===== config.mk =====
export PLATFORM = sky130hd
export DESIGN_NAME = sbpu_top
export DESIGN_NICKNAME = d
export VERILOG_FILES = /design/src/common/sbpu_pkg.sv /design/src/hw/sbpu_base_field.sv /design/src/hw/sbpu_axil_slave.sv /design/src/hw/sbpu_top.sv
export VERILOG_INCLUDE_DIRS = /design/src /design/src/common
export SDC_FILE = /design/constraint.sdc
export NUM_CORES = 1
export LEC_CHECK = 0
export BUFFER_PORTS_ARGS = -buffer_cell sky130_fd_sc_hd__buf_2
export CAP_MARGIN = 20
export CORE_MARGIN = 5
export CORE_UTILIZATION = 25
export DETAILED_ROUTE_END_ITERATION = 16
export GPL_ROUTABILITY_DRIVEN = 0
export SYNTH_ARGS = -nofsm -noshare
export SYNTH_HDL_FRONTEND = slang
export SYNTH_SLANG_ARGS = --single-unit

===== constraint.sdc =====
create_clock -name MCLK_IN -period 4 [get_ports MCLK_IN]
set_input_delay 0.4 -clock MCLK_IN [delete_from_list [all_inputs] [get_ports MCLK_IN]]
set_output_delay 0.4 -clock MCLK_IN [all_outputs]
set_load 0.01 [all_outputs]

===== src/common/sbpu_defines.svh =====
`ifndef SBPU_DEFINES_SVH
`define SBPU_DEFINES_SVH

// Command header decode.
`define SBPU_HDR_TYPE 3'h3
`define SBPU_HDR_SUBTYPE 2'h0
`define SBPU_HDR_OPCODE 3'h1
`define SBPU_HDR_SUBOP 8'h01
`define SBPU_HDR_TYPE_HI 31
`define SBPU_HDR_TYPE_LO 29
`define SBPU_HDR_SUB_HI 28
`define SBPU_HDR_SUB_LO 27
`define SBPU_HDR_OP_HI 26
`define SBPU_HDR_OP_LO 24
`define SBPU_HDR_SOP_HI 23
`define SBPU_HDR_SOP_LO 16
`define SBPU_HDR_LEN_HI 7
`define SBPU_HDR_LEN_LO 0

// Dword positions inside the command body.
`define SBPU_DW_GENERAL 2'h1
`define SBPU_DW_SURFACE 2'h2

// Body field layout, shared by dword 1 and dword 2.
`define SBPU_BASE_HI 31
`define SBPU_BASE_LO 12
`define SBPU_MOCS_HI 11
`define SBPU_MOCS_LO 8
`define SBPU_SDP_HI 7
`define SBPU_SDP_LO 4
`define SBPU_FORCE_WT_BIT 3
`define SBPU_MODIFY_BIT 0
`define SBPU_PAGE_ZERO 12'h000

// Bit of a caching attribute that marks a line L3 cacheable.
`define SBPU_MOCS_L3_BIT 0

// Register byte addresses.
`define SBPU_ADDR_CTRL 4'h0
`define SBPU_ADDR_STATUS 4'h4
`define SBPU_ADDR_GENERAL 4'h8
`define SBPU_ADDR_SURFACE 4'hC
`define SBPU_CTRL_ACCEPT_BIT 0
`define SBPU_CTRL_RESET 1'h1

// Status layout.
`define SBPU_STAT_BUSY_BIT 0
`define SBPU_STAT_FLUSH_BIT 1
`define SBPU_STAT_CNT_LO 8

// AXI responses.
`define SBPU_RESP_OKAY 2'h0
`define SBPU_RESP_SLVERR 2'h2

`endif


===== src/common/sbpu_pkg.sv =====
`default_nettype none

package sbpu_pkg;

  typedef struct packed {
    logic [19:0] base;
    logic [3:0] mocs;
    logic [3:0] sdp_mocs;
    logic force_wt;
  } sbpu_gen_state_t;

  typedef struct packed {
    logic [19:0] base;
    logic [3:0] mocs;
  } sbpu_surf_state_t;

  typedef enum logic [1:0] {
    SBPU_IDLE,
    SBPU_FLUSH,
    SBPU_BODY
  } sbpu_state_t;

endpackage

`default_nettype wire


===== src/hw/sbpu_base_field.sv =====
`timescale 1ns/1ps
`default_nettype none

// Holds one gated pointer group; a load without its enable is dropped.
module sbpu_base_field #(
  parameter int W = 24
) (
  input wire logic clk_in,
  input wire logic rst_in,
  input wire logic load_in,
  input wire logic enable_in,
  input wire logic [W-1:0] data_in,
  output logic [W-1:0] q_out
);

  logic [W-1:0] q_reg;
  wire take = load_in & enable_in;

  always_ff @(posedge clk_in or posedge rst_in) begin
    if (rst_in) begin
      q_reg <= '0;
    end else if (take) begin
      q_reg <= data_in;
    end
  end

  assign q_out = q_reg;

endmodule // sbpu_base_field

`default_nettype wire


===== src/hw/sbpu_axil_slave.sv =====
`timescale 1ns/1ps
`default_nettype none

`include "sbpu_defines.svh"

// Address and data may arrive in either order; the write is done once
// both are held, which costs a cycle but keeps the decode registered.
module sbpu_axil_slave (
  input wire logic clk_in,
  input wire logic rst_in,
  input wire logic [3:0] awaddr_in,
  input wire logic awvalid_in,
  output logic awready_out,
  input wire logic [31:0] wdata_in,
  input wire logic [3:0] wstrb_in,
  input wire logic wvalid_in,
  output logic wready_out,
  output logic [1:0] bresp_out,
  output logic bvalid_out,
  input wire logic bready_in,
  input wire logic [3:0] araddr_in,
  input wire logic arvalid_in,
  output logic arready_out,
  output logic [31:0] rdata_out,
  output logic [1:0] rresp_out,
  output logic rvalid_out,
  input wire logic rready_in,
  output logic wr_en_out,
  output logic [3:0] wr_addr_out,
  output logic [31:0] wr_data_out,
  output logic [3:0] wr_strb_out,
  input wire logic wr_ok_in,
  input wire logic [31:0] rd_data_in,
  input wire logic rd_ok_in
);

  logic aw_full_reg, w_full_reg, bvalid_reg, rvalid_reg;
  logic [3:0] awaddr_reg, wstrb_reg;
  logic [31:0] wdata_reg, rdata_reg;
  logic [1:0] bresp_reg, rresp_reg;

  wire aw_take = awvalid_in & awready_out;
  wire w_take = wvalid_in & wready_out;
  wire ar_take = arvalid_in & arready_out;
  wire do_wr = aw_full_reg & w_full_reg & ~bvalid_reg;

  assign awready_out = ~aw_full_reg & ~bvalid_reg;
  assign wready_out = ~w_full_reg & ~bvalid_reg;
  assign arready_out = ~rvalid_reg;
  assign bvalid_out = bvalid_reg;
  assign bresp_out = bresp_reg;
  assign rvalid_out = rvalid_reg;
  assign rresp_out = rresp_reg;
  assign rdata_out = rdata_reg;
  assign wr_en_out = do_wr;
  assign wr_addr_out = awaddr_reg;
  assign wr_data_out = wdata_reg;
  assign wr_strb_out = wstrb_reg;

  always_ff @(posedge clk_in or posedge rst_in) begin
    if (rst_in) begin
      aw_full_reg <= 1'b0;
      w_full_reg <= 1'b0;
      bvalid_reg <= 1'b0;
      bresp_reg <= `SBPU_RESP_OKAY;
      awaddr_reg <= 4'h0;
      wdata_reg <= 32'h00000000;
      wstrb_reg <= 4'h0;
    end else begin
      if (aw_take) begin
        aw_full_reg <= 1'b1;
        awaddr_reg <= awaddr_in;
      end
      if (w_take) begin
        w_full_reg <= 1'b1;
        wdata_reg <= wdata_in;
        wstrb_reg <= wstrb_in;
      end
      if (do_wr) begin
        aw_full_reg <= 1'b0;
        w_full_reg <= 1'b0;
        bvalid_reg <= 1'b1;
        bresp_reg <= wr_ok_in ? `SBPU_RESP_OKAY : `SBPU_RESP_SLVERR;
      end else if (bvalid_reg & bready_in) begin
        bvalid_reg <= 1'b0;
      end
    end
  end

  always_ff @(posedge clk_in or posedge rst_in) begin
    if (rst_in) begin
      rvalid_reg <= 1'b0;
      rdata_reg <= 32'h00000000;
      rresp_reg <= `SBPU_RESP_OKAY;
    end else if (ar_take) begin
      rvalid_reg <= 1'b1;
      rdata_reg <= rd_ok_in ? rd_data_in : 32'h00000000;
      rresp_reg <= rd_ok_in ? `SBPU_RESP_OKAY : `SBPU_RESP_SLVERR;
    end else if (rvalid_reg & rready_in) begin
      rvalid_reg <= 1'b0;
    end
  end

endmodule // sbpu_axil_slave

`default_nettype wire


===== src/hw/sbpu_top.sv =====
`timescale 1ns/1ps
`default_nettype none

`include "sbpu_defines.svh"

// Function
// - General base is dword 1 bits 31:12, 4K aligned.
// - Dword 1 bits 11:8 cache general indirect state.
// - Dword 1 bits 7:4 cache stateless accesses.
// - Bit 3 selects write-through for L3 stateless.
// - Dword 1 fields change only when bit 0 set.
// - Surface base is dword 2 bits 31:12, 4K aligned.
// - Dword 2 bits 11:8 cache surface state.
// - Dword 2 fields change only when bit 0 set.
// - Recognise header by type, subtype and opcodes.
// - Flush the pipeline whenever the command executes.
module sbpu_top
  import sbpu_pkg::*;
(
  input wire logic MCLK_IN,
  input wire logic SYS_RST_IN,
  input wire logic [31:0] CMD_DATA_IN,
  input wire logic CMD_VALID_IN,
  output logic CMD_READY_OUT,
  output logic FLUSH_REQ_OUT,
  input wire logic FLUSH_DONE_IN,
  output logic [31:0] GEN_BASE_ADDR_OUT,
  output logic [31:0] SURF_BASE_ADDR_OUT,
  output var sbpu_gen_state_t GEN_STATE_OUT,
  output var sbpu_surf_state_t SURF_STATE_OUT,
  output logic SDP_WRITE_THRU_OUT,
  input wire logic [3:0] S_AXI_AWADDR_IN,
  input wire logic S_AXI_AWVALID_IN,
  output logic S_AXI_AWREADY_OUT,
  input wire logic [31:0] S_AXI_WDATA_IN,
  input wire logic [3:0] S_AXI_WSTRB_IN,
  input wire logic S_AXI_WVALID_IN,
  output logic S_AXI_WREADY_OUT,
  output logic [1:0] S_AXI_BRESP_OUT,
  output logic S_AXI_BVALID_OUT,
  input wire logic S_AXI_BREADY_IN,
  input wire logic [3:0] S_AXI_ARADDR_IN,
  input wire logic S_AXI_ARVALID_IN,
  output logic S_AXI_ARREADY_OUT,
  output logic [31:0] S_AXI_RDATA_OUT,
  output logic [1:0] S_AXI_RRESP_OUT,
  output logic S_AXI_RVALID_OUT,
  input wire logic S_AXI_RREADY_IN
);

  sbpu_state_t state_reg, state_next;
  logic [8:0] left_reg, left_next;
  logic [1:0] idx_reg, idx_next;
  logic ours_reg, ours_next;
  logic accept_reg;
  logic [7:0] exec_cnt_reg;
  sbpu_gen_state_t gen_q;
  sbpu_surf_state_t surf_q;

  wire beat = CMD_VALID_IN & CMD_READY_OUT;
  wire [31:0] dw = CMD_DATA_IN;
  wire [7:0] hdr_len = dw[`SBPU_HDR_LEN_HI:`SBPU_HDR_LEN_LO];

  // Reserved header and body bits are never looked at.
  wire hdr_match =
    dw[`SBPU_HDR_TYPE_HI:`SBPU_HDR_TYPE_LO] == `SBPU_HDR_TYPE &&
    dw[`SBPU_HDR_SUB_HI:`SBPU_HDR_SUB_LO] == `SBPU_HDR_SUBTYPE &&
    dw[`SBPU_HDR_OP_HI:`SBPU_HDR_OP_LO] == `SBPU_HDR_OPCODE &&
    dw[`SBPU_HDR_SOP_HI:`SBPU_HDR_SOP_LO] == `SBPU_HDR_SUBOP;

  wire in_body = state_reg == SBPU_BODY;
  wire body_beat = beat & in_body & ours_reg;
  wire gen_load = body_beat & (idx_reg == `SBPU_DW_GENERAL);
  wire surf_load = body_beat & (idx_reg == `SBPU_DW_SURFACE);
  wire modify_en = dw[`SBPU_MODIFY_BIT];

  // Field slices of the current body dword.
  wire [19:0] dw_base = dw[`SBPU_BASE_HI:`SBPU_BASE_LO];
  wire [3:0] dw_mocs = dw[`SBPU_MOCS_HI:`SBPU_MOCS_LO];
  wire [3:0] dw_sdp = dw[`SBPU_SDP_HI:`SBPU_SDP_LO];
  wire dw_wt = dw[`SBPU_FORCE_WT_BIT];

  wire sbpu_gen_state_t gen_d = '{base: dw_base, mocs: dw_mocs,
                                  sdp_mocs: dw_sdp, force_wt: dw_wt};
  wire sbpu_surf_state_t surf_d = '{base: dw_base, mocs: dw_mocs};

  // Pointers move only on the body dword whose enable bit is set.
  sbpu_base_field #(
    .W($bits(sbpu_gen_state_t))
  ) u_gen_field (
    .clk_in(MCLK_IN),
    .rst_in(SYS_RST_IN),
    .load_in(gen_load),
    .enable_in(modify_en),
    .data_in(gen_d),
    .q_out(gen_q)
  );

  sbpu_base_field #(
    .W($bits(sbpu_surf_state_t))
  ) u_surf_field (
    .clk_in(MCLK_IN),
    .rst_in(SYS_RST_IN),
    .load_in(surf_load),
    .enable_in(modify_en),
    .data_in(surf_d),
    .q_out(surf_q)
  );

  assign GEN_STATE_OUT = gen_q;
  assign SURF_STATE_OUT = surf_q;
  assign GEN_BASE_ADDR_OUT = {gen_q.base, `SBPU_PAGE_ZERO};
  assign SURF_BASE_ADDR_OUT = {surf_q.base, `SBPU_PAGE_ZERO};

  // Write-through only applies to lines that are L3 cacheable; the
  // select is registered with the general group so it never glitches.
  logic sdp_wt_reg;

  always_ff @(posedge MCLK_IN or posedge SYS_RST_IN) begin
    if (SYS_RST_IN) begin
      sdp_wt_reg <= 1'b0;
    end else if (gen_load & modify_en) begin
      sdp_wt_reg <= dw_sdp[`SBPU_MOCS_L3_BIT] & dw_wt;
    end
  end

  assign SDP_WRITE_THRU_OUT = sdp_wt_reg;

  // The body is held off until the flush completes, so no later state
  // fetch can see a half-updated pointer set.
  assign FLUSH_REQ_OUT = state_reg == SBPU_FLUSH;
  assign CMD_READY_OUT = (state_reg == SBPU_IDLE & accept_reg) | in_body;

  always_comb begin
    state_next = state_reg;
    left_next = left_reg;
    idx_next = idx_reg;
    ours_next = ours_reg;
    unique case (state_reg)
      SBPU_IDLE: begin
        if (beat) begin
          left_next = {1'b0, hdr_len} + 9'h001;
          idx_next = `SBPU_DW_GENERAL;
          ours_next = hdr_match;
          state_next = hdr_match ? SBPU_FLUSH : SBPU_BODY;
        end
      end
      SBPU_FLUSH: begin
        if (FLUSH_DONE_IN) begin
          state_next = SBPU_BODY;
        end
      end
      SBPU_BODY: begin
        if (beat) begin
          left_next = left_reg - 9'h001;
          if (idx_reg != 2'h3) begin
            idx_next = idx_reg + 2'h1;
          end
          if (left_reg == 9'h001) begin
            state_next = SBPU_IDLE;
          end
        end
      end
    endcase
  end

  always_ff @(posedge MCLK_IN or posedge SYS_RST_IN) begin
    if (SYS_RST_IN) begin
      state_reg <= SBPU_IDLE;
      left_reg <= 9'h000;
      idx_reg <= 2'h0;
      ours_reg <= 1'b0;
    end else begin
      state_reg <= state_next;
      left_reg <= left_next;
      idx_reg <= idx_next;
      ours_reg <= ours_next;
    end
  end

  // Register bus.
  logic wr_en;
  logic [3:0] wr_addr, wr_strb;
  logic [31:0] wr_data;

  wire wr_ctrl = wr_addr == `SBPU_ADDR_CTRL;
  wire wr_ok = wr_ctrl | wr_addr == `SBPU_ADDR_STATUS |
               wr_addr == `SBPU_ADDR_GENERAL |
               wr_addr == `SBPU_ADDR_SURFACE;
  wire ctrl_we = wr_en & wr_ctrl & wr_strb[0];

  wire [31:0] rd_ctrl = {31'h00000000, accept_reg};
  wire [31:0] rd_status = {16'h0000, exec_cnt_reg, 6'h00,
                           FLUSH_REQ_OUT, state_reg != SBPU_IDLE};
  wire [31:0] rd_gen = {gen_q.base, gen_q.mocs, gen_q.sdp_mocs,
                        gen_q.force_wt, 3'h0};
  wire [31:0] rd_surf = {surf_q.base, surf_q.mocs, 8'h00};
  wire [3:0] ra = S_AXI_ARADDR_IN;
  wire rd_ok = ra == `SBPU_ADDR_CTRL | ra == `SBPU_ADDR_STATUS |
               ra == `SBPU_ADDR_GENERAL | ra == `SBPU_ADDR_SURFACE;
  wire [31:0] rd_data =
    ra == `SBPU_ADDR_CTRL ? rd_ctrl :
    ra == `SBPU_ADDR_STATUS ? rd_status :
    ra == `SBPU_ADDR_GENERAL ? rd_gen : rd_surf;

  always_ff @(posedge MCLK_IN or posedge SYS_RST_IN) begin
    if (SYS_RST_IN) begin
      accept_reg <= `SBPU_CTRL_RESET;
      exec_cnt_reg <= 8'h00;
    end else begin
      if (ctrl_we) begin
        accept_reg <= wr_data[`SBPU_CTRL_ACCEPT_BIT];
      end
      if (state_reg == SBPU_FLUSH & FLUSH_DONE_IN) begin
        exec_cnt_reg <= exec_cnt_reg + 8'h01;
      end
    end
  end

  sbpu_axil_slave u_axil (
    .clk_in(MCLK_IN),
    .rst_in(SYS_RST_IN),
    .awaddr_in(S_AXI_AWADDR_IN),
    .awvalid_in(S_AXI_AWVALID_IN),
    .awready_out(S_AXI_AWREADY_OUT),
    .wdata_in(S_AXI_WDATA_IN),
    .wstrb_in(S_AXI_WSTRB_IN),
    .wvalid_in(S_AXI_WVALID_IN),
    .wready_out(S_AXI_WREADY_OUT),
    .bresp_out(S_AXI_BRESP_OUT),
    .bvalid_out(S_AXI_BVALID_OUT),
    .bready_in(S_AXI_BREADY_IN),
    .araddr_in(S_AXI_ARADDR_IN),
    .arvalid_in(S_AXI_ARVALID_IN),
    .arready_out(S_AXI_ARREADY_OUT),
    .rdata_out(S_AXI_RDATA_OUT),
    .rresp_out(S_AXI_RRESP_OUT),
    .rvalid_out(S_AXI_RVALID_OUT),
    .rready_in(S_AXI_RREADY_IN),
    .wr_en_out(wr_en),
    .wr_addr_out(wr_addr),
    .wr_data_out(wr_data),
    .wr_strb_out(wr_strb),
    .wr_ok_in(wr_ok),
    .rd_data_in(rd_data),
    .rd_ok_in(rd_ok)
  );
endmodule // sbpu_top

`default_nettype wire


### Word level (Yosys, flattened, before mapping)

Cells that the tools add are included.

* equality and inequality tests: 20
* reductions and logical operators: 17
* add/sub/neg operators: 4
* bitwise logic cells: 32
* muxes and demuxes: 27

Operators by type and width (number)
* 2-to-1 mux 32 bit: 4
* bitwise AND 1 bit: 21
* 2-to-1 mux 2 bit: 10
* 2-to-1 mux 9 bit: 2
* one-hot mux 9 bit (2 select lines): 1
* equality test 4 bit, second input constant: 4
* nonzero test 2 bit: 6
* adder 8 x 1 -> 9 bit, second input constant: 1
* equality test 9 x 1 -> 1 bit, second input constant: 1
* subtractor 9 x 1 -> 9 bit, second input constant: 1
* adder 8 x 1 -> 8 bit, second input constant: 1
* equality test 4 x 3 -> 1 bit, second input constant: 2
* equality test 8 x 1 -> 1 bit, second input constant: 1
* logical NOT 4 bit: 2
* 2-to-1 mux 1 bit: 8
* AND reduction 4 bit: 2
* OR 1 bit: 7
* inequality test 2 x 1 -> 1 bit, second input constant: 3
* inequality test 2 bit, second input constant: 3
* one-hot mux 2 bit (3 select lines): 1
* equality test 2 x 1 -> 1 bit, second input constant: 2
* equality test 2 bit, second input constant: 2
* logical NOT 2 bit: 2
* NOT 1 bit: 4
* 7 further kinds: 9

* output and inout bits: 161
* input bits: 85
* register bits: 123

### Longest topological paths before layout

Gate-level depths: netlist (run 1).

* word-level depth: 8
* gate-level depth with buffers: 8

### Hierarchy

From an unflattened synthesis (run 1), not the netlist that was laid out.

* cell total of the unflattened synthesis: 695
* area total of the unflattened synthesis: 7838.8 sq um

Modules (own cells, without submodules)
* sbpu_axil_slave: sequential area each 1951.9 sq um, instances 1, area each 3211.8 sq um, cells an instance 249
* sbpu_top: sequential area each 601.8 sq um, instances 1, area each 2523.7 sq um, cells an instance 331
* sbpu_base_field (u_gen_field): sequential area each 725.7 sq um, instances 1, area each 1124.8 sq um, cells an instance 63
* sbpu_base_field (u_surf_field): sequential area each 600.6 sq um, instances 1, area each 978.4 sq um, cells an instance 52

### Worst setup path before layout (run 1)

No wires, ideal clock.

* kind: reg-to-reg
* from: register state_reg[0]
* to: register u_surf_field.q_reg[0] (netlist: u_surf_field.q_out[0])
* slack: 2231 ps
* buffers on the path: 2
* setup time: 125 ps
* period minus slack after synthesis: 1769 ps
* data arrival time: 1644 ps
* stages on the path, launching flop included: 8
* cells stage by stage: dfrtp_1 -> inv_1 -> ha_1 -> buf_2 -> and4_1 -> nand2_1 -> buf_2 -> mux2_2

* word-level cells in the longest chain between the ends: 8

RTL lines
* start, declared: line sbpu_top.sv:51 `sbpu_state_t state_reg, state_next;`
* start signal, assigned: line sbpu_top.sv:174 `state_reg <= state_next;`
* logical NOT 2 bit: line sbpu_top.sv:132 `assign CMD_READY_OUT = (state_reg == SBPU_IDLE & accept_reg) | in_body;`
* bitwise AND 1 bit: line sbpu_top.sv:132
* OR 1 bit: line sbpu_top.sv:132
* bitwise AND 1 bit: line sbpu_top.sv:60 `wire beat = CMD_VALID_IN & CMD_READY_OUT;`
* bitwise AND 1 bit (*) (2 in series): line sbpu_top.sv:72 `wire body_beat = beat & in_body & ours_reg;`
* bitwise AND 1 bit (*): line sbpu_top.sv:74 `` wire surf_load = body_beat & (idx_reg == `SBPU_DW_SURFACE); ``
* bitwise AND 1 bit (*): line sbpu_base_field.sv:17 `wire take = load_in & enable_in;`
* end signal, assigned: line sbpu_base_field.sv:23 `q_reg <= data_in;`
* end, declared: line sbpu_base_field.sv:16 `logic [W-1:0] q_reg;`

Mark *: on every way between the ends. The rest lies on a longest branch, timed or not.
A chain may end at the register's enable or synchronous reset.

### Worst setup path in the final report (run 1)

* from: register state_reg[0]
* to: register u_gen_field.q_reg[24] (netlist: u_gen_field.q_out[24])

* word-level cells in the longest chain between the ends: 8

RTL lines
* logical NOT 2 bit: line sbpu_top.sv:132
* bitwise AND 1 bit: line sbpu_top.sv:132
* OR 1 bit: line sbpu_top.sv:132
* bitwise AND 1 bit: line sbpu_top.sv:60
* bitwise AND 1 bit (*) (2 in series): line sbpu_top.sv:72
* bitwise AND 1 bit (*): line sbpu_top.sv:73 `` wire gen_load = body_beat & (idx_reg == `SBPU_DW_GENERAL); ``
* bitwise AND 1 bit (*): line sbpu_base_field.sv:17
* end signal, assigned: line sbpu_base_field.sv:23
* end, declared: line sbpu_base_field.sv:16

Marks and branches as above.

==> impl_metrics.env, run 1 <==
export IMPL_synthTopCellsByArea="dfrtp_1, mux2_2, buf_4"
export IMPL_synth_top_area_share_pct=50.0
export IMPL_viasPerCell=4.34
export IMPL_hp_class="input port to async pin"
export IMPL_cts_clk_slew_worst_paths_ns=0.06
export IMPL_endpoint_kind="register"
export IMPL_ctsHoldBuffers=0
export IMPL_rsz0062_at_grt="no"
export IMPL_maxSlewViolCount=0
export IMPL_power_leakage_uw=0.00383
export IMPL_core_area_um2=23500
export IMPL_synth_most_common_cell="dfrtp_1"
export IMPL_use_met3_pct=3.06
export IMPL_cts_path_max_buffers=2
export IMPL_placedInstanceArea_um2=6840
export IMPL_fp_dieH_um=164
export IMPL_hold_violations=0
export IMPL_drtAntennaViolNets=0
export IMPL_yosys_top_cells_count="dfrtp_1, nand2_1, buf_4, mux2_2, o21ai_0"
export IMPL_synth_edff_count=0
export IMPL_fin_worst_skew_ns=0.00962
export IMPL_synth_xor_area_share_pct=1.76
export IMPL_grt_use_met1_pct=15.0
export IMPL_cts_root_buf="clkbuf_16"
export IMPL_ys_flop_type="dfrtp_1"
export IMPL_grt_start_max_net_pins=62
export IMPL_cts_sinks=120
export IMPL_crit_type="register to register"
export IMPL_hold_ws_ns=0.136
export IMPL_yosysTopAreaCell="dfrtp_1"
export IMPL_post_cts_setup_buffers=0
export IMPL_finalCritPeriodShare_pct=64.8
export IMPL_diodes=0
export IMPL_status="finished clean"
export IMPL_first_iter_violations=227
export IMPL_drc=0
export IMPL_worstRegToRegCells=5
export IMPL_fmax_mhz=386
export IMPL_antenna_found_initial=0
export IMPL_tritoncts="yes"
export IMPL_final_area_um2=7450
export IMPL_num_rows=56
export IMPL_die_w_um=164
export IMPL_period_needed_ns=2.59
export IMPL_arrival_ns=2.88
export IMPL_seq_area_frac_synth_pct=50.4
export IMPL_nFillCells=2403
export IMPL_use_met2_pct=19.3
export IMPL_powerDensity_nw_per_um2=637
export IMPL_clk_latency_ns=0.41
export IMPL_synth_simple_area_share_pct=11.0
export IMPL_synth_adder_area_share_pct=2.10
export IMPL_synth_distinct_cells=55
export IMPL_crit_fanout=31
export IMPL_num_vias=4438
export IMPL_slew_headroom_pct=38.8
export IMPL_first_pass_iters=5
export IMPL_dpl_hpwl_mm=11.3
export IMPL_maxCapViolCount=0
export IMPL_avgSynthCellArea_um2=11.0
export IMPL_grt_pass1_wl_mm=24.6
export IMPL_synth_mux_area_share_pct=15.4
export IMPL_synth_top_family_by_area="multiplexers"
export IMPL_synth_compound_area_share_pct=8.26
export IMPL_syn_area_um2=5960
export IMPL_largest_register_ff_count=31
export IMPL_cts_resized=0
export IMPL_busiest_layer="met2"
export IMPL_post_drt_wl_per_cell_um=15.5
export IMPL_required_ns=4.29
export IMPL_grt_total_usage_pct=11.7
export IMPL_fp_dieArea_um2=27000
export IMPL_critPathLaunchType="register"
export IMPL_max_slew_worst_pin_slew_ns=0.915
export IMPL_setup_tns_ns=0
export IMPL_area_delta_synth_final_pct=25.0
export IMPL_ys_ff_latch=120
export IMPL_grt_pass1_vias=4457
export IMPL_async_flop_share_pct=100
export IMPL_synth_cells=543
export IMPL_grt_overflow=0
export IMPL_initial_core_util_pct=25.4
export IMPL_routed_wl_mm=15.8
export IMPL_ys_warn_count=0
export IMPL_htree_levels=4
export IMPL_total_power_uw=4750
export IMPL_portBuffers=184
export IMPL_vdd_drop_max_v=0.000267
export IMPL_final_layout_size_suffix_gt1_share_pct=41.3
export IMPL_setup_violations=0
export IMPL_cts_made_buffers=17
export IMPL_io_pins=246
export IMPL_final_nets=785
-- worst max-delay path, stage by stage, from the launching register on --
cell and delay, ns:
dfrtp_1 0.39, inv_1 0.08, ha_1 0.61, and4_1 0.34, nand2_2 0.53, mux2_2 0.50
-- cell families (layout without fill, tap and decap cells) --
group                    after synthesis  after routing
adder cells (fa/ha/maj)               10             10
other                                  1             27
buffers and inverters                101            235
AND/OR/NAND/NOR                      135            135
AO/OA/AOI/OAI                         80             80
flip-flops                           120            120
multiplexers                          84             84
XOR/XNOR                              12             12
-- worst paths after layout --
path,from,endpoint,slack (ns)
hold / removal,SYS_RST_IN,u_axil.rvalid_out$_DFFE_PP0P_,0.14
min in group MCLK_IN,S_AXI_RREADY_IN,u_axil.rvalid_out$_DFFE_PP0P_,0.17
setup reg to reg,state_reg[0]$_DFFE_PP0P_,u_gen_field.q_out[24]$_DFFE_PP0P_,1.41
max in group asynchronous,SYS_RST_IN,left_reg[5]$_DFFE_PP0P_,3.05
hold reg to reg,exec_cnt_reg[7]$_DFFE_PP0P_,exec_cnt_reg[7]$_DFFE_PP0P_,0.47
setup / recovery,state_reg[0]$_DFFE_PP0P_,u_gen_field.q_out[24]$_DFFE_PP0P_,1.41
-- layout by cell type, fill, tap and decap left out, types with 5 or more instances in the layout --
cell type and count:
dfrtp_1 119, a22o_1 8, ha_1 10, a21oi_1 8
xnor2_1 8, buf_2 184, nand3_1 7, conb_1 27
nand2_1 68, nor3_1 5, nor2_1 21, nor4_1 5
mux2_2 62, mux2i_1 22, inv_1 13, a31oi_1 11
o21ai_0 38, clkbuf_16 17
-- layer usage --
metal  share of wire (%)  vias to the layer above
met5                   0                        -
met4                 1.2                        0
met3                 7.0                       12
met2                  48                      153
met1                  44                     2171
li1                    -                     2102
-- power breakdown --
part | internal (µW) | switching (µW)
registers | 1520 | 297
clock network | 1000 | 600
logic | 627 | 699
total | 3150 | 1600
-- stage by stage --
step	cells	utilization (%)	worst slack (ns)
2_1_floorplan	569	-	0.416
3_3_place_gp	990	29.1	1.37
3_5_place_dp	990	29.1	1.38
4_1_cts	1022	31.7	1.36
5_1_grt	1022	31.7	1.26
6_report	1022	31.7	1.41
-- area by class of cell --
cell class | count | area (µm²) | share of cell area (%)
sequential | 120 | 3000 | 40.3
multi-input combinational | 348 | 2410 | 32.3
clock buffer | 19 | 443 | 5.95
tap | 319 | 399 | 5.36
timing repair buffer | 189 | 971 | 13.0
clock inverter | 13 | 169 | 2.27
inverter | 14 | 55.1 | 0.739
Power figures use the tool's default switching activity.
==> inputs of run 2 (changes only) <==
==> constraint.sdc (replaced) <==
create_clock -name MCLK_IN -period 2.71 [get_ports MCLK_IN]
set_input_delay 0.271 -clock MCLK_IN [delete_from_list [all_inputs] [get_ports MCLK_IN]]
set_output_delay 0.271 -clock MCLK_IN [all_outputs]
set_load 0.01 [all_outputs]
==> run 2 against run 1 <==
Die area is the same. Setup slack lost 0.68 ns. Sequential cell count is the same. Final area grew 0.12%. Cell count grew 0.29%. Worst hold slack lost 0.13 ns. Global-route usage shrank 0.20 points.
==> impl_metrics.env, run 2 (same netlist as run 1, synthesis figures left out) <==
export IMPL_status="finished clean"
export IMPL_grt_total_usage_pct=11.5
export IMPL_final_common_cell="buf_2"
export IMPL_final_area_um2=7460
export IMPL_setup_violations=0
export IMPL_initial_core_util_pct=25.4
export IMPL_worstRegToRegCells=4
export IMPL_post_drt_wl_per_cell_um=15.2
export IMPL_cts_made_buffers=17
export IMPL_total_power_uw=6860
export IMPL_num_rows=56
export IMPL_first_iter_violations=237
export IMPL_dpl_hpwl_mm=11.1
export IMPL_arrival_ns=2.29
export IMPL_maxSlewViolCount=0
export IMPL_largest_register_ff_count=31
export IMPL_drc=0
export IMPL_grt_overflow=0
export IMPL_grt_pass1_vias=4348
export IMPL_viasPerCell=4.32
export IMPL_diodes=0
export IMPL_portBuffers=184
export IMPL_fmax_mhz=506
export IMPL_path_buf_inv=0
export IMPL_area_delta_synth_final_pct=25.2
export IMPL_antenna_found_initial=0
export IMPL_cts_sinks=120
export IMPL_core_area_um2=23500
export IMPL_max_slew_worst_pin_slew_ns=0.725
export IMPL_rsz0062_at_grt="no"
export IMPL_final_cell_mix="buf_2, dfrtp_1, nand2_1"
export IMPL_cts_clk_slew_worst_paths_ns=0.06
export IMPL_drtAntennaViolNets=0
export IMPL_crit_fanout=22
export IMPL_power_leakage_uw=0.00383
export IMPL_fin_worst_skew_ns=0.0100
export IMPL_slowest_stage="nand2_1"
export IMPL_placedInstanceArea_um2=6880
export IMPL_instances_no_fill=1025
export IMPL_r2r_start="u_axil.rvalid_out$_DFFE_PP0P_"
export IMPL_endpoint_kind="register"
export IMPL_die_w_um=164
export IMPL_first_pass_iters=6
export IMPL_num_vias=4424
export IMPL_fp_dieH_um=164
export IMPL_io_pins=246
export IMPL_placed_cells=994
export IMPL_tritoncts="yes"
export IMPL_required_ns=3.02
export IMPL_maxCapViolCount=0
export IMPL_crit_chain="nand2b_2 > nor3_1 > nand2_1 > o21ai_0"
export IMPL_cts_path_max_buffers=2
export IMPL_hp_class="input port to async pin"
export IMPL_slew_headroom_pct=51.6
export IMPL_crit_type="register to register"
export IMPL_clk_latency_ns=0.41
export IMPL_r2r_end="u_axil.rdata_out[29]$_DFFE_PP0P_"
export IMPL_hold_violations=0
export IMPL_final_nets=789
export IMPL_cts_resized=0
export IMPL_cp_top_family="simple AND/OR/NAND/NOR gates"
export IMPL_ctsHoldBuffers=0
export IMPL_routed_wl_mm=15.6
export IMPL_htree_levels=4
export IMPL_finalCritPeriodShare_pct=73.0
export IMPL_reg2reg_setup_slack_ns=0.73
export IMPL_powerDensity_nw_per_um2=920
export IMPL_critPathLaunchType="register"
export IMPL_grt_start_max_net_pins=121
export IMPL_cp_num_cells=4
export IMPL_vdd_drop_max_v=0.000410
export IMPL_final_layout_size_suffix_gt1_share_pct=40.9
export IMPL_period_needed_ns=1.98
export IMPL_crit_start="u_axil.rvalid_out$_DFFE_PP0P_"
export IMPL_grt_pass1_wl_mm=24.2
export IMPL_cts_root_buf="clkbuf_16"
export IMPL_nFillCells=2427
export IMPL_post_cts_setup_buffers=0
export IMPL_setup_tns_ns=0
export IMPL_fp_dieArea_um2=27000
export IMPL_cpPeakStageDelay_ns=0.49
-- run 2: layout make-up --
type,count,area (µm²),area share (%)
clock buffer,25,485,6.51
timing repair buffer,193,1010,13.6
tap,319,399,5.35
clock inverter,6,91.3,1.23
inverter,14,56.3,0.755
multi-input combinational,348,2410,32.3
sequential,120,3000,40.3
-- run 2: metal layers --
layer	part of all wire, %	track usage, %	routed length (µm)
met5	0	0	0
met4	0.65	3.55	101
met3	6.8	3.09	1060
met2	47	18.3	7330
met1	46	15.3	7110
-- run 2: worst max-delay path by stage --
stage	to	slack (ns)
finish	u_axil.rdata_out[29]$_DFFE_PP0P_	0.73
global route	u_axil.rdata_out[25]$_DFFE_PP0P_	0.42
CTS	u_axil.rdata_out[25]$_DFFE_PP0P_	0.58
detailed placement	u_axil.rdata_out[29]$_DFFE_PP0P_	0.65
global placement	u_axil.rdata_out[25]$_DFFE_PP0P_	0.65
floorplan	u_surf_field.q_out[0]$_DFFE_PP0P_	0.94
-- run 2: tightest hold or removal path: cells and delay by family --
| family | cells | cell delay (ns) |
|---|---|---|
| buffers and inverters | 3 | 0.61 |
-- run 2: metrics by stage --
stage                     setup slack [ns]  hold slack, ns  utilization (%)
final                                0.732         0.00604             31.8
after detailed placement             0.652           0.464             29.3
after global routing                 0.421          0.0380             31.8
after CTS                            0.584          0.0305             31.8
after global placement               0.654           0.457             29.3
after floorplan                      0.941           0.367                -
-- run 2: report_power, final --
part           total, µW  internal, µW  switching (µW)
logic               1960           931            1030
clock network       2230          1420             801
registers           2670          2250             429
==> inputs of run 3 (changes only) <==
==> constraint.sdc (replaced) <==
create_clock -name MCLK_IN -period 1.64 [get_ports MCLK_IN]
set_input_delay 0.164 -clock MCLK_IN [delete_from_list [all_inputs] [get_ports MCLK_IN]]
set_output_delay 0.164 -clock MCLK_IN [all_outputs]
set_load 0.01 [all_outputs]
==> run 3 against run 2 <==
The flow now finishes with violations (setup timing). Non-clock buffer count rose by 73. Total power increased by 75%. Via count up 7.3%. Sequential cell count stayed put. Global-route usage increased by 1.5 points. Register-to-register slack worse by 0.90 ns. First-iteration DRC count down 12%. Core utilization up 3.9 points. Critical path type is now register to output port. Critical endpoint is now CMD_READY_OUT.
==> impl_metrics.env, run 3 (same netlist as run 1, synthesis figures left out) <==
export IMPL_antenna_found_initial=2
export IMPL_final_common_cell="buf_2"
export IMPL_first_iter_violations=209
export IMPL_final_cell_mix="buf_2, dfrtp_1, nand2_1"
export IMPL_vdd_drop_max_v=0.000573
export IMPL_io_pins=246
export IMPL_whs_path_depth=2
export IMPL_post_drt_wl_per_cell_um=16.0
export IMPL_die_w_um=164
export IMPL_drtAntennaViolNets=0
export IMPL_maxCapViolCount=0
export IMPL_timing_final_ws_setup_ns=-0.184
export IMPL_grt_start_max_net_pins=40
export IMPL_first_pass_iters=4
export IMPL_placed_cells=1031
export IMPL_rsz0062_at_grt="yes"
export IMPL_total_power_uw=12000
export IMPL_hold_end="u_gen_field.q_out[17]$_DFFE_PP0P_"
export IMPL_grt_total_usage_pct=12.9
export IMPL_grt_pass1_wl_mm=27.0
export IMPL_setup_violations=58
export IMPL_final_layout_size_suffix_gt1_share_pct=45.8
export IMPL_period_needed_ns=1.82
export IMPL_arrival_ns=1.66
export IMPL_crit_type="register to output port"
export IMPL_crit_fanout=3
export IMPL_num_vias=4746
export IMPL_initial_core_util_pct=25.4
export IMPL_hold_violations=0
export IMPL_cts_clk_slew_worst_paths_ns=0.06
export IMPL_powerDensity_nw_per_um2=1430
export IMPL_r2r_end="left_reg[3]$_DFFE_PP0P_"
export IMPL_viasPerCell=4.32
export IMPL_switching_share_pct=34.1
export IMPL_reg2reg_setup_slack_ns=-0.17
export IMPL_largest_register_ff_count=31
export IMPL_final_nets=862
export IMPL_instances_no_fill=1099
export IMPL_tritoncts="yes"
export IMPL_grt_overflow=0
export IMPL_hold_path_startpoint="CMD_DATA_IN[20]"
export IMPL_htree_levels=4
export IMPL_post_route_util_pct=35.6
export IMPL_diodes=0
export IMPL_critPathLaunchType="register"
export IMPL_power_share_sequential_pct=36.3
export IMPL_power_frac_comb_pct=35.1
export IMPL_portBuffers=184
export IMPL_power_leakage_uw=0.00426
export IMPL_cts_path_max_buffers=2
export IMPL_num_rows=56
export IMPL_r2r_start="state_reg[0]$_DFFE_PP0P_"
export IMPL_area_delta_synth_final_pct=40.5
export IMPL_power_report_internal_total_uw=7910
export IMPL_failed_checks="setup timing"
export IMPL_max_slew_worst_pin_slew_ns=0.528
export IMPL_maxSlewViolCount=0
export IMPL_nFillCells=2351
export IMPL_core_area_um2=23500
export IMPL_endpoint_kind="output port"
export IMPL_status="finished, violations left"
export IMPL_clk_latency_ns=0.41
export IMPL_fp_dieH_um=164
export IMPL_worstRegToRegCells=10
export IMPL_fp_dieArea_um2=27000
export IMPL_cts_root_buf="clkbuf_16"
export IMPL_required_ns=1.48
export IMPL_cts_made_buffers=17
export IMPL_p_sw_uw=4100
export IMPL_grt_pass1_vias=4858
export IMPL_fin_worst_skew_ns=0.00859
export IMPL_hp_class="input port to register"
export IMPL_finalCritPeriodShare_pct=111
export IMPL_slew_headroom_pct=64.4
export IMPL_routed_wl_mm=17.6
export IMPL_cts_sinks=120
export IMPL_dpl_hpwl_mm=12.5
export IMPL_clock_power_share_pct=28.7
export IMPL_fmax_mhz=548
export IMPL_drc=0
-- run 3: final cells by class --
class                      count  area, µm²  area share [%]
clock buffer                  20        437            5.22
tap                          319        399            4.77
timing repair buffer         266       1850            22.1
sequential                   120       3000            35.9
inverter                      14       56.3           0.673
clock inverter                12        105            1.26
multi-input combinational    348       2510            30.0
-- run 3: timing repair --
action | in CTS | in global routing
setup buffers | 11 | 2
endpoints found under the setup margin | 17 | 69
pin swaps | 8 | 6
hold endpoints to repair | 42 | 0
hold buffers | 22 | 0
resized for setup | 28 | 16
cloned | 3 | 0
-- run 3: worst max-delay path: stages, from the launching register on --
cell	delay (ns)
dfrtp_1	0.37
inv_2	0.07
buf_6	0.12
ha_4	0.16
a21o_1	0.20
buf_6	0.14
buf_6	0.10
buf_6	0.11
-- run 3: power by group through the flow --
| stage | Sequential [µW] | Combinational, µW | Clock, µW |
|---|---|---|---|
| final | 4350 | 4210 | 3440 |
| after global routing | 4480 | 4610 | 3670 |
| after CTS | 4360 | 4120 | 3550 |
| after detailed placement | 4400 | 3790 | 0 |
| after global placement | 4380 | 3730 | 0 |
| after floorplan | 4540 | 2250 | 0 |
-- run 3: per-stage QoR --
stage | setup slack, ns | TNS [ns] | instance area (µm²) | hold slack [ns]
after global routing | -0.243 | -8.94 | 8370 | 0.00167
after CTS | -0.162 | -2.71 | 8280 | 0.000208
after detailed placement | -0.0255 | -0.270 | 7220 | 0.196
final | -0.184 | -6.89 | 8370 | 0.0260
after floorplan | -0.0447 | -1.17 | 6070 | 0.260
after global placement | -0.0269 | -0.303 | 7220 | 0.198
-- run 3: how the worst max path moves through the flow --
| stage | to | cells after the start | slack (ns) | start |
|---|---|---|---|---|
| 4_1_cts | CMD_READY_OUT | 6 | -0.16 | state_reg[1]$_DFFE_PP0P_ |
| 5_1_grt | CMD_READY_OUT | 6 | -0.24 | state_reg[1]$_DFFE_PP0P_ |
| 2_1_floorplan | u_gen_field.q_out[10]$_DFFE_PP0P_ | 7 | -0.04 | state_reg[0]$_DFFE_PP0P_ |
| 6_report | CMD_READY_OUT | 7 | -0.18 | state_reg[0]$_DFFE_PP0P_ |
| 3_3_place_gp | u_gen_field.q_out[5]$_DFFE_PP0P_ | 6 | -0.03 | state_reg[0]$_DFFE_PP0P_ |
| 3_5_place_dp | left_reg[3]$_DFFE_PP0P_ | 8 | -0.03 | state_reg[0]$_DFFE_PP0P_ |
-- run 3: metal layers --
metal	wire length, µm	GRT usage, %	up-vias	share of wire [%]
met5	27	0	-	0.15
met4	334	4.23	4	1.9
met3	1040	3.69	25	5.9
met2	8900	22.0	123	51
met1	7260	15.8	2330	41
li1	-	-	2264	-
